===== src/rtl/lfs_pkg.sv =====
package lfs_pkg;
	// ----------------------------------------
	// frame constants
	// ----------------------------------------
	localparam logic [5:0] LFS_ID_REQ = 6'h3c;
	localparam logic [5:0] LFS_ID_RSP = 6'h3d;
	localparam logic [7:0] LFS_APP_CMD = 8'h80;
	localparam logic [6:0] LFS_CMD_FULL = 7'h01;
	localparam logic [7:0] LFS_FILL = 8'hff;
	localparam logic [1:0] LFS_ADDR_TOP = 2'h3;
	localparam int LFS_NB = 8;
	localparam int LFS_LEDS = 3;
	localparam logic [3:0] LFS_LAST_IDX = 4'h7;
	localparam logic [3:0] LFS_CSUM_IDX = 4'h8;
	localparam logic [3:0] LFS_DERATE_FULL = 4'hf;
	// ----------------------------------------
	// led fault codes
	// ----------------------------------------
	localparam logic [2:0] LFS_LED_OK = 3'h0;
	localparam logic [2:0] LFS_LED_OPEN_RES = 3'h3;
	localparam logic [2:0] LFS_LED_OPEN_CA = 3'h5;
	localparam logic [2:0] LFS_LED_SHORT = 3'h2;
	// ----------------------------------------
	// types
	// ----------------------------------------
	typedef enum logic [2:0] {
		LFS_IDLE = 3'b001,
		LFS_RX = 3'b010,
		LFS_TX = 3'b100
	} lfs_state_e;
	typedef struct packed {
		logic mon;
		logic warn;
		logic sd;
		logic uv;
		logic [1:0] tinfo;
		logic [2:0] open_res;
		logic [2:0] open_cath;
		logic [2:0] short_gnd;
	} lfs_pins_s;
	typedef struct packed {
		lfs_state_e state;
		logic [3:0] cnt;
		logic [7:0] sum;
		logic ok;
		logic armed;
		logic [7:0][7:0] resp;
		logic [7:0] csum;
		logic [7:0] out;
	} lfs_core_s;
	typedef struct packed {
		lfs_pins_s s1;
		lfs_pins_s s2;
		logic [1:0] tx_d;
		logic [1:0] smp_d;
		logic tw;
		logic thermal_shutdown_flag;
		logic vbb;
		logic retry;
		logic [2:0] lin_err;
		logic [2:0][2:0] code;
	} lfs_latch_s;
	localparam lfs_core_s LFS_CORE_RST = '{state: LFS_IDLE, default: '0};
	// supply-reset flag comes up set: a reset just happened
	localparam lfs_latch_s LFS_LATCH_RST = '{vbb: 1'b1, default: '0};
	// classic checksum step: 8-bit add with end-around carry
	function automatic logic [7:0] lfs_add(input logic [7:0] a,
		input logic [7:0] b);
		logic [8:0] s;
		s = {1'b0, a} + {1'b0, b};
		return s[7:0] + {7'h00, s[8]};
	endfunction
endpackage


===== src/rtl/lfs_flag_if.sv =====
`timescale 1ns/1ps
interface lfs_flag_if;
	logic clr;
	logic data_evt;
	logic hdr_evt;
	logic tx_bit;
	logic bit_sample;
	logic tw;
	logic thermal_shutdown_flag;
	logic vbb_rst;
	logic retry;
	logic uv;
	logic [1:0] tinfo;
	logic [2:0][2:0] led_code;
	logic [2:0] lin_err;
	modport core(output clr, data_evt, hdr_evt, tx_bit, bit_sample,
		input tw, thermal_shutdown_flag, vbb_rst, retry, uv, tinfo, led_code, lin_err);
	modport latch(input clr, data_evt, hdr_evt, tx_bit, bit_sample,
		output tw, thermal_shutdown_flag, vbb_rst, retry, uv, tinfo, led_code, lin_err);
endinterface


===== src/rtl/lfs_responder.sv =====
`timescale 1ns/1ps
// Summary of operation
// - Master requests full status; device answers in the following response slot.
// - Request: id 0x3c, 0x80, command 0x01 with bit7, 11+address, rest 0xff.
// - Serving clears warning, shutdown, led codes, supply-reset and retry flags.
// - A flag whose fault still persists is set again after the clear.
// - Temperature info field reports the live, unlatched temperature state.
// - Warning and shutdown are latched until serving the full-status response clears them.
// - Led code 000 means no fault; 011 open resistor or anode short.
// - Led code 101 means cathode-to-anode path open.
// - Led code 010 means cathode shorted to ground.
// - Derate level 15 is full current, each step down removes 6.25 percent.
// - Both frames end in a classic checksum over the data bytes only.
// - Bit error flag sets when sent and monitored bus levels differ.
// - Node address compared against the request is six bits wide.
module lfs_responder
	import lfs_pkg::*;
(
	input wire logic core_clk,
	input wire logic rst_b,
	input wire logic clk_en,
	input wire logic [5:0] node_addr,
	input wire logic hdr_valid,
	input wire logic [5:0] hdr_id,
	input wire logic rx_valid,
	input wire logic [7:0] rx_data,
	input wire logic frame_abort,
	input wire logic hdr_err_evt,
	input wire logic data_err_evt,
	input wire logic tx_bit,
	input wire logic bit_sample,
	input wire logic mon_bit,
	input wire logic tx_ready,
	output logic tx_valid,
	output logic [7:0] tx_data,
	output logic resp_armed,
	input wire logic temp_warn_pin,
	input wire logic temp_sd_pin,
	input wire logic uv_pin,
	input wire logic [1:0] temp_info_pin,
	input wire logic [2:0] led_open_res_pin,
	input wire logic [2:0] led_open_cath_pin,
	input wire logic [2:0] led_short_gnd_pin,
	input wire logic retry_active,
	input wire logic thermal_derate_on,
	input wire logic [3:0] thermal_derate_level,
	input wire logic [2:0] led_enable,
	input wire logic leds_on,
	input wire logic [3:0] group_select
);
	lfs_core_s r_reg;
	lfs_core_s r_next;
	lfs_pins_s pins;
	logic [7:0][7:0] snap;
	logic [7:0] snap_sum;
	logic [7:0] exp_byte;
	logic [3:0] derate;
	logic take;
	logic data_bad;
	logic [7:0] chk_sum;

	lfs_flag_if flags();

	assign pins = {mon_bit, temp_warn_pin, temp_sd_pin, uv_pin,
		temp_info_pin, led_open_res_pin, led_open_cath_pin,
		led_short_gnd_pin};

	lfs_fault_latch u_latch (
		.core_clk(core_clk),
		.rst_b(rst_b),
		.clk_en(clk_en),
		.pins(pins),
		.retry_active(retry_active),
		.flags(flags)
	);

	// ----------------------------------------
	// response snapshot
	// ----------------------------------------
	// outside derating the output runs at full current
	assign derate = thermal_derate_on ? thermal_derate_level :
		LFS_DERATE_FULL;
	assign snap[0] = {LFS_ADDR_TOP, node_addr};
	assign snap[1] = LFS_FILL;
	assign snap[2] = {5'h1f, flags.lin_err};
	assign snap[3] = {2'h3, flags.uv, flags.vbb_rst, flags.thermal_shutdown_flag,
		flags.tw, flags.tinfo};
	assign snap[4] = {derate, flags.retry, flags.led_code[0]};
	assign snap[5] = {1'b1, flags.led_code[2], 1'b1,
		flags.led_code[1]};
	assign snap[6] = {led_enable[2], led_enable[1], led_enable[0],
		leds_on, group_select};
	assign snap[7] = LFS_FILL;

	always_comb begin
		snap_sum = 8'h00;
		for (int i = 0; i < LFS_NB; i++) begin
			snap_sum = lfs_add(snap_sum, snap[i]);
		end
	end

	// ----------------------------------------
	// request byte check
	// ----------------------------------------
	always_comb begin
		case (r_reg.cnt)
			4'h0: exp_byte = LFS_APP_CMD;
			4'h1: exp_byte = {1'b1, LFS_CMD_FULL};
			4'h2: exp_byte = {LFS_ADDR_TOP, node_addr};
			default: exp_byte = LFS_FILL;
		endcase
	end

	// ----------------------------------------
	// frame sequencer
	// ----------------------------------------
	always_comb begin
		r_next = r_reg;
		take = 1'b0;
		data_bad = 1'b0;
		if (hdr_valid) begin
			// a new header always ends whatever frame was open
			r_next.armed = 1'b0;
			r_next.state = LFS_IDLE;
			if (hdr_id == LFS_ID_REQ) begin
				r_next.state = LFS_RX;
				r_next.cnt = 4'h0;
				r_next.sum = 8'h00;
				r_next.ok = 1'b1;
			end else if (hdr_id == LFS_ID_RSP && r_reg.armed) begin
				take = 1'b1;
				r_next.state = LFS_TX;
				r_next.cnt = 4'h0;
				r_next.resp = snap;
				r_next.csum = ~snap_sum;
				r_next.out = snap[0];
			end
		end else if (frame_abort) begin
			r_next.state = LFS_IDLE;
			r_next.armed = 1'b0;
		end else begin
			case (r_reg.state)
				LFS_RX: begin
					if (rx_valid && r_reg.cnt == LFS_CSUM_IDX) begin
						r_next.state = LFS_IDLE;
						if (rx_data != ~r_reg.sum) begin
							data_bad = 1'b1;
						end else begin
							r_next.armed = r_reg.ok;
						end
					end else if (rx_valid) begin
						r_next.sum = lfs_add(r_reg.sum, rx_data);
						r_next.ok = r_reg.ok && (rx_data == exp_byte);
						r_next.cnt = r_reg.cnt + 4'h1;
					end
				end
				LFS_TX: begin
					if (tx_ready && r_reg.cnt == LFS_CSUM_IDX) begin
						r_next.state = LFS_IDLE;
					end else if (tx_ready) begin
						r_next.cnt = r_reg.cnt + 4'h1;
						if (r_reg.cnt == LFS_LAST_IDX) begin
							r_next.out = r_reg.csum;
						end else begin
							r_next.out = r_reg.resp[r_reg.cnt[2:0] + 3'h1];
						end
					end
				end
				default: begin
					r_next.state = r_reg.state;
				end
			endcase
		end
	end

	always_ff @(posedge core_clk or negedge rst_b) begin
		if (!rst_b) begin
			r_reg <= LFS_CORE_RST;
		end else if (clk_en) begin
			r_reg <= r_next;
		end
	end

	// snapshot and clear land on the same edge, so nothing is lost
	assign flags.clr = take;
	assign flags.data_evt = data_err_evt | data_bad;
	assign flags.hdr_evt = hdr_err_evt;
	assign flags.tx_bit = tx_bit;
	assign flags.bit_sample = bit_sample;

	assign tx_valid = (r_reg.state == LFS_TX);
	assign tx_data = r_reg.out;
	assign resp_armed = r_reg.armed;

	// ----------------------------------------
	// checks
	// ----------------------------------------
	always_ff @(posedge core_clk or negedge rst_b) begin
		if (!rst_b) begin
			chk_sum <= 8'h00;
		end else if (clk_en) begin
			if (take) begin
				chk_sum <= 8'h00;
			end else if (tx_valid && tx_ready &&
				r_reg.cnt != LFS_CSUM_IDX) begin
				chk_sum <= lfs_add(chk_sum, tx_data);
			end
		end
	end
endmodule


===== src/rtl/lfs_fault_latch.sv =====
`timescale 1ns/1ps
module lfs_fault_latch
	import lfs_pkg::*;
(
	input wire logic core_clk,
	input wire logic rst_b,
	input wire logic clk_en,
	input wire lfs_pins_s pins,
	input wire logic retry_active,
	lfs_flag_if.latch flags
);
	lfs_latch_s r_reg;
	lfs_latch_s r_next;
	logic [2:0][2:0] raw_code;
	logic bit_evt;

	// ----------------------------------------
	// detector to fault code
	// ----------------------------------------
	genvar i;
	for (i = 0; i < LFS_LEDS; i++) begin : g_led
		// a ground short masks the open cases on the same cathode
		assign raw_code[i] = r_reg.s2.short_gnd[i] ? LFS_LED_SHORT :
			r_reg.s2.open_cath[i] ? LFS_LED_OPEN_CA :
			r_reg.s2.open_res[i] ? LFS_LED_OPEN_RES : LFS_LED_OK;
	end

	// tx bit and strobe delayed to line up with the synced bus level
	assign bit_evt = r_reg.smp_d[1] && (r_reg.tx_d[1] != r_reg.s2.mon);

	always_comb begin
		r_next = r_reg;
		r_next.s1 = pins;
		r_next.s2 = r_reg.s1;
		r_next.tx_d = {r_reg.tx_d[0], flags.tx_bit};
		r_next.smp_d = {r_reg.smp_d[0], flags.bit_sample};
		// live condition wins over the clear
		r_next.tw = r_reg.s2.warn | (r_reg.tw & ~flags.clr);
		r_next.thermal_shutdown_flag = r_reg.s2.sd | (r_reg.thermal_shutdown_flag & ~flags.clr);
		r_next.retry = retry_active | (r_reg.retry & ~flags.clr);
		r_next.vbb = r_reg.vbb & ~flags.clr;
		r_next.lin_err = {flags.data_evt, flags.hdr_evt, bit_evt} |
			(r_reg.lin_err & {3{~flags.clr}});
		for (int k = 0; k < LFS_LEDS; k++) begin
			// first fault code seen is held until cleared
			if (r_reg.code[k] != LFS_LED_OK && !flags.clr) begin
				r_next.code[k] = r_reg.code[k];
			end else begin
				r_next.code[k] = raw_code[k];
			end
		end
	end

	always_ff @(posedge core_clk or negedge rst_b) begin
		if (!rst_b) begin
			r_reg <= LFS_LATCH_RST;
		end else if (clk_en) begin
			r_reg <= r_next;
		end
	end

	assign flags.tw = r_reg.tw;
	assign flags.thermal_shutdown_flag = r_reg.thermal_shutdown_flag;
	assign flags.vbb_rst = r_reg.vbb;
	assign flags.retry = r_reg.retry;
	assign flags.uv = r_reg.s2.uv;
	assign flags.tinfo = r_reg.s2.tinfo;
	assign flags.led_code = r_reg.code;
	assign flags.lin_err = r_reg.lin_err;
endmodule


===== config.mk =====
export PLATFORM = sky130hd
export DESIGN_NAME = lfs_responder
export DESIGN_NICKNAME = d
export VERILOG_FILES = /design/src/rtl/lfs_pkg.sv /design/src/rtl/lfs_flag_if.sv /design/src/rtl/lfs_responder.sv /design/src/rtl/lfs_fault_latch.sv
export SDC_FILE = /design/constraint.sdc
export NUM_CORES = 1
export LEC_CHECK = 0
export ABC_AREA = 1
export ABC_CLOCK_PERIOD_IN_PS = 14950
export BUFFER_PORTS_ARGS = -buffer_cell sky130_fd_sc_hd__buf_2
export CORE_MARGIN = 4
export CORE_UTILIZATION = 45
export DETAILED_ROUTE_END_ITERATION = 6
export PLACE_DENSITY_LB_ADDON = 0.08
export SYNTH_ARGS = -nofsm -noshare
export SYNTH_HDL_FRONTEND = slang
export SYNTH_SLANG_ARGS = --single-unit

===== constraint.sdc =====
create_clock -name core_clk -period 14.95 [get_ports core_clk]
set_input_delay 0.7475 -clock core_clk [delete_from_list [all_inputs] [get_ports core_clk]]
set_output_delay 0.7475 -clock core_clk [all_outputs]
set_load 0.01 [all_outputs]

======== Word-level counts from Yosys, hierarchy flattened ========
Index checks and enable logic that the tools add are counted.
storage, ports and cells
  register bits after elaboration ......... 126
  word-level logic and storage cells ...... 178
cells by class
  add/subtract/negate cells ............... 18
  $lt $le $gt $ge ......................... 1
  equal/unequal tests ..................... 25
  muxes and demuxes ....................... 47
  bitwise gates (word level) .............. 17
  reductions and logical operators ........ 30
operators with widths
  kind                 count
  $mux 8               9
  $add 8x1->8          8
  $add 8x8->9          6
  $mux 13              3
  $mux 3               9
  $bmux 8 s3           1
  $pmux 7 s3           1
  $add 8x8->9 const B  2
  $reduce_bool 3->1    6
  $mux 17              1
  $not 8->8            2
  $ne 3x3->1 const B   5
  $mux 7               2
  $eq 6x6->1 const B   2
  $mux 4               3
  $reduce_and 4->1     3
  $mux 1               11
  $mux 10              1
  $mux 9               1
  $eq 8x8->1           1
  $logic_and 1x1->1    8
  $ne 2x2->1 const B   4
  $ne 8x8->1           1
  $pmux 4 s2           1
  29 further kinds     47

======== Depth between registers and ports, before layout ========
  depth after elaboration ................. 15
  gate-level depth with buffers ........... 84
  mapped depth without buffers ............ 84

======== By module ========
From an unflattened synthesis, not the netlist that was laid out.
second synthesis, totals
  cells, all modules ...................... 1281
  area total of the unflattened synthesis .. 9112.5 µm²
by module, submodules not included
  module           instances  cells an instance  area an instance (µm²)  seq. area each (µm²)
  lfs_responder    1          1042               7020.5                  1778.0
  lfs_fault_latch  1          239                2092.0                  1252.5

======== Worst setup path before layout ========
No wires, ideal clock.
  path type ............................... in2reg
  start ................................... in node_addr[0]
  end ..................................... reg r_reg[14] (netlist name)
  data arrival time ....................... 10.149 ns
  data required time ...................... 14.832 ns
  setup slack ............................. 4.683 ns
  stages .................................. 76
  cells stage by stage .................... inv_2 ha_1 nor2_1 inv_1 nand2_1 fa_1 inv_1 nand2_1 nand2_1 nor2_4 nand4_1 ha_1 ha_1 xnor2_1 inv_1 ha_1 a21oi_1 o21ai_0 (+40 left out) o21bai_1 ha_1 xor2_1 inv_1 ha_1 nand2_1 nor2_1 nand2_1 nor2_1 nand3_1 ha_1 ha_1 nand2_1 nor2_1 nand2_1 o21ai_0 nand3_1 nand2_1
on the way
  word-level cells in the longest chain between the ends .. 15
RTL lines
  element               RTL line              text
  start, declared       lfs_responder.sv:22   input wire logic [5:0] node_addr,
  $add 8x8->9           lfs_pkg.sv:70         s = {1'b0, a} + {1'b0, b};
  $add 8x1->8           lfs_pkg.sv:71         return s[7:0] + {7'h00, s[8]};
  $add 8x8->9           lfs_pkg.sv:70
  $add 8x1->8           lfs_pkg.sv:71
  $add 8x8->9           lfs_pkg.sv:70
  $add 8x1->8           lfs_pkg.sv:71
  $add 8x8->9           lfs_pkg.sv:70
  $add 8x1->8           lfs_pkg.sv:71
  $add 8x8->9           lfs_pkg.sv:70
  $add 8x1->8           lfs_pkg.sv:71
  $add 8x8->9           lfs_pkg.sv:70
  $add 8x1->8           lfs_pkg.sv:71
  $add 8x8->9           lfs_pkg.sv:70
  $add 8x1->8           lfs_pkg.sv:71
  $not 8->8             lfs_responder.sv:135  r_next.csum = ~snap_sum;
  end signal, assigned  lfs_responder.sv:180  r_reg <= r_next;
  end, declared         lfs_responder.sv:51   lfs_core_s r_reg;
No other way between the ends.
A chain may end at the register's enable or synchronous reset.

======== Worst setup path in the final report ========
  start ................................... in node_addr[0]
  end ..................................... reg r_reg[15] (netlist name)
The elaborated chain is that of the path after synthesis.

==> run summary <==
The fill cell total of the finished layout came out at 1937. The worst slack on hold paths is 463 ps. The number of antenna violations at the first check in global routing came out at 0. TritonCTS built the clock tree. The critical path starts at node_addr[0]. The first-pass iteration count of the detailed router is 5. The data arrival time of the worst path is 11410 ps. The clock sink count is 121.

Across the run, the number of max-cap violations was 0. The total nets after synthesis is 1362. The routed wire length on met3 is 803 µm.

The count of yosys warnings during synthesis is 0. The most frequent cell on the critical path is sky130_fd_sc_hd__nand2_1. In this run the clock root is driven by a sky130_fd_sc_hd__clkbuf_16. The final number of setup-violating endpoints is 0. The final worst clock skew is 12.5 ps.

The row count came out at 51. In the routed design, unresolved DRC markers number 0. The number of primary I/O pins is 70. In the global route stage, overall resource usage came out at 19.9%. The most used standard cell by instance count after synthesis is sky130_fd_sc_hd__nand2_1. The floorplan step set the die height to 149 µm. The sum of negative setup slack is 0 ps. The number of vias per cell came out at 4.99. In this design, the stage delay of the slowest critical-path cell is 440 ps. Sorting the synthesized cells by how often they occur yields sky130_fd_sc_hd__nand2_1, sky130_fd_sc_hd__inv_1, sky130_fd_sc_hd__dfrtp_1. The flip-flop count of the largest register after layout is 62. Of all cell types, the one taking the most synthesized area is sky130_fd_sc_hd__dfrtp_1. Synthesis instantiated 54 different standard cells from the library. The final hold violation count came to 0. The reg-to-reg setup timing slack came out at 4490 ps. The normalized max-slew margin is 36.0%. Summed over all layers, the routed wires come to 21600 µm. The average routed wire per standard cell is 13.8 µm.

The sum of overflow across all layers after global routing came out at 0. The initial core utilization is 45.7%. The critical path in this run is classified as in2reg. STA classifies the critical path endpoint as a register. Sequential elements use 34.1% of the synthesized area. The fraction of registers with async set/reset came out at 100%. The number of setup buffers added after CTS came out at 0. The insertion delay of the later-clocked pin in the worst-skew pair is 430 ps. Measured in cells, the most critical reg-to-reg path has a length of 76. The width of the die is 149 µm.

The count of pins over their slew limit is 0. The largest buffer count on any clock path is 2. The met1 layer wirelength in the final routing is 10700 µm. Ranked by total cell area, the synthesized netlist is headed by sky130_fd_sc_hd__dfrtp_1, sky130_fd_sc_hd__nand2_1, sky130_fd_sc_hd__ha_1, sky130_fd_sc_hd__inv_1, sky130_fd_sc_hd__o21ai_0. The endpoint of the most critical register-to-register path is r_reg[15]. The data required time of the critical path came out at 15270 ps. The number of standard cells after synthesis is 1237. The iteration-0 DRC count of the detailed router came out at 541. The area share of the largest cell type after synthesis came out at 33.5%.

Once detail routing completed, the nets flagged for antenna violations numbered 0. The mean post-synth cell area came out at 7.18 µm². The synthesized flop and latch total is 121. For this design, the slowest cell found on the critical path is sky130_fd_sc_hd__or3_1.

The core region is 19500 µm². The post-route minimum period is 11090 ps. Once layout is complete, the cells apart from fillers number 1570. The number of global-route vias before repair is 7314. In this run the worst path has a maximum fanout of 8. The total inserted antenna cells is 0. Among all flip-flop cells after synthesis, the most frequent one is sky130_fd_sc_hd__dfrtp_1. The worst setup path is launched from an input port. The total via count in the routed design is 7839. The routed design uses 9800 µm of met2 wire. The highest signal layer in the routed design is met4.

The number of hold-repair buffers added at the cts stage is 0. In this run the worst hold path is classified as in2async. The number of resized instances in the post-cts repair step is 0. The last weighted congestion value of the routability-driven placer came out at 0.840. The area of the die came out at 22100 µm². The number of placed instances, taps included, is 1538. The fraction of the cycle the final worst path needs is 74.2%.

The maximum number of pins on one net before global-route repair is 75. Setup repair after global routing left no endpoint under its margin. The flow ran to the end, and the final reports show no timing, DRC or antenna violations.

The layout net count came out at 1417. The placed wire-length estimate is 16400 µm. The clock transition at the registers of the reported paths is 60 ps. The number of enable flip-flop cells after synthesis came out at 0. The worst-margin pin slew is 960 ps. The maximum clock rate is 90.2 MHz. The area of the mapped netlist came out at 8890 µm². The area added between synthesis and finish is 13.0%. Port buffering added 69 buffers.

The first global-routing pass estimated 35800 µm of wire. In this run the critical register-to-register path is launched from u_latch.flags.lin_err[0]. Of the cells placed in the final design, the portion with a size suffix greater than 1 is 11.6%. The number of CTS-inserted buffers came out at 17. The H-tree was split into 4 levels.
cell families (layout without fill, tap and decap cells):
family,Yosys count,count (layout),share of synthesized area (%)
buffers and inverters,193,261,8.69
adder cells (fa/ha/maj),65,65,9.66
AND/OR/NAND/NOR,601,601,29.0
XOR/XNOR,47,47,4.80
AO/OA/AOI/OAI,210,210,13.8
flip-flops,121,121,34.1
layer usage:
layer,track usage [%],up-vias
met4,5.36,0
met3,3.17,18
met1,29.0,3547
met5,0,-
li1,-,4143
met2,30.9,131
metrics by stage:
stage	worst slack (ps)	util, %	cell area, µm²
detailed placement	3460	48.4	9410
CTS	3830	51.6	10000
global route	2500	51.6	10000
floorplan	4680	-	8890
finish	3860	51.6	10000
global placement	3810	48.4	9410
area by class of cell:
cell class,instances,area (µm²),share of cell area [%]
Inverter,155,582,5.79
Tap cell,265,332,3.30
Clock inverter,15,205,2.04
Multi-Input combinational cell,923,5080,50.6
Clock buffer,17,425,4.24
Sequential cell,121,3030,30.2
Timing Repair Buffer,74,385,3.84
worst max-delay path: cells and delay by family:
| family | cells | cell delay [ps] |
|---|---|---|
| compound gates | 10 | 1470 |
| buf+inv | 10 | 730 |
| simple gates | 44 | 4750 |
| fa+ha+maj | 13 | 3280 |
| xor+xnor | 3 | 440 |
layout by cell type (no fill, tap or decap), types with 3 or more instances in the layout:
cell type / synthesis / layout
sky130_fd_sc_hd__a31oi_1: 11 / 11
sky130_fd_sc_hd__buf_2: 2 / 68
sky130_fd_sc_hd__bufinv_16: 0 / 3
sky130_fd_sc_hd__nor2_4: 3 / 3
sky130_fd_sc_hd__clkbuf_16: 0 / 17
sky130_fd_sc_hd__o22ai_1: 6 / 6
sky130_fd_sc_hd__xnor2_1: 17 / 17
sky130_fd_sc_hd__o221ai_1: 4 / 4
sky130_fd_sc_hd__nand4_1: 20 / 20
sky130_fd_sc_hd__inv_6: 0 / 3
sky130_fd_sc_hd__nand3b_1: 6 / 6
sky130_fd_sc_hd__nor3_1: 7 / 7
sky130_fd_sc_hd__a21oi_1: 47 / 47
sky130_fd_sc_hd__inv_2: 3 / 4
sky130_fd_sc_hd__o41ai_1: 4 / 4
sky130_fd_sc_hd__a221o_1: 4 / 4
sky130_fd_sc_hd__ha_1: 59 / 59
sky130_fd_sc_hd__a21o_1: 3 / 3
sky130_fd_sc_hd__a22o_1: 5 / 5
sky130_fd_sc_hd__nand2_4: 3 / 3
sky130_fd_sc_hd__o21bai_1: 6 / 6
sky130_fd_sc_hd__nand3_2: 3 / 3
sky130_fd_sc_hd__dfrtp_1: 119 / 119
sky130_fd_sc_hd__inv_8: 0 / 5
sky130_fd_sc_hd__o211ai_1: 7 / 7
sky130_fd_sc_hd__xor2_1: 28 / 28
sky130_fd_sc_hd__nand3_1: 62 / 62
sky130_fd_sc_hd__nor2_2: 9 / 9
sky130_fd_sc_hd__nand2_2: 15 / 15
sky130_fd_sc_hd__nand2_1: 385 / 385
sky130_fd_sc_hd__or2_2: 3 / 3
sky130_fd_sc_hd__o21ai_0: 99 / 99
sky130_fd_sc_hd__a32oi_1: 3 / 3
sky130_fd_sc_hd__fa_1: 6 / 6
sky130_fd_sc_hd__nor2_1: 79 / 79
sky130_fd_sc_hd__inv_1: 152 / 151
sky130_fd_sc_hd__buf_4: 8 / 6
how the worst max path moves through the flow:
stage / endpoint / slack (ps) / cells after the start
floorplan: r_reg[14] / 4680 / 76
global placement: r_reg[14] / 3810 / 81
detailed placement: r_reg[14] / 3460 / 80
CTS: r_reg[14] / 3830 / 81
global route: r_reg[14] / 2500 / 83
finish: r_reg[15] / 3860 / 80
Power is not shown: default switching activity piles up to over one toggle a cycle in this logic, so the estimate is an artifact.
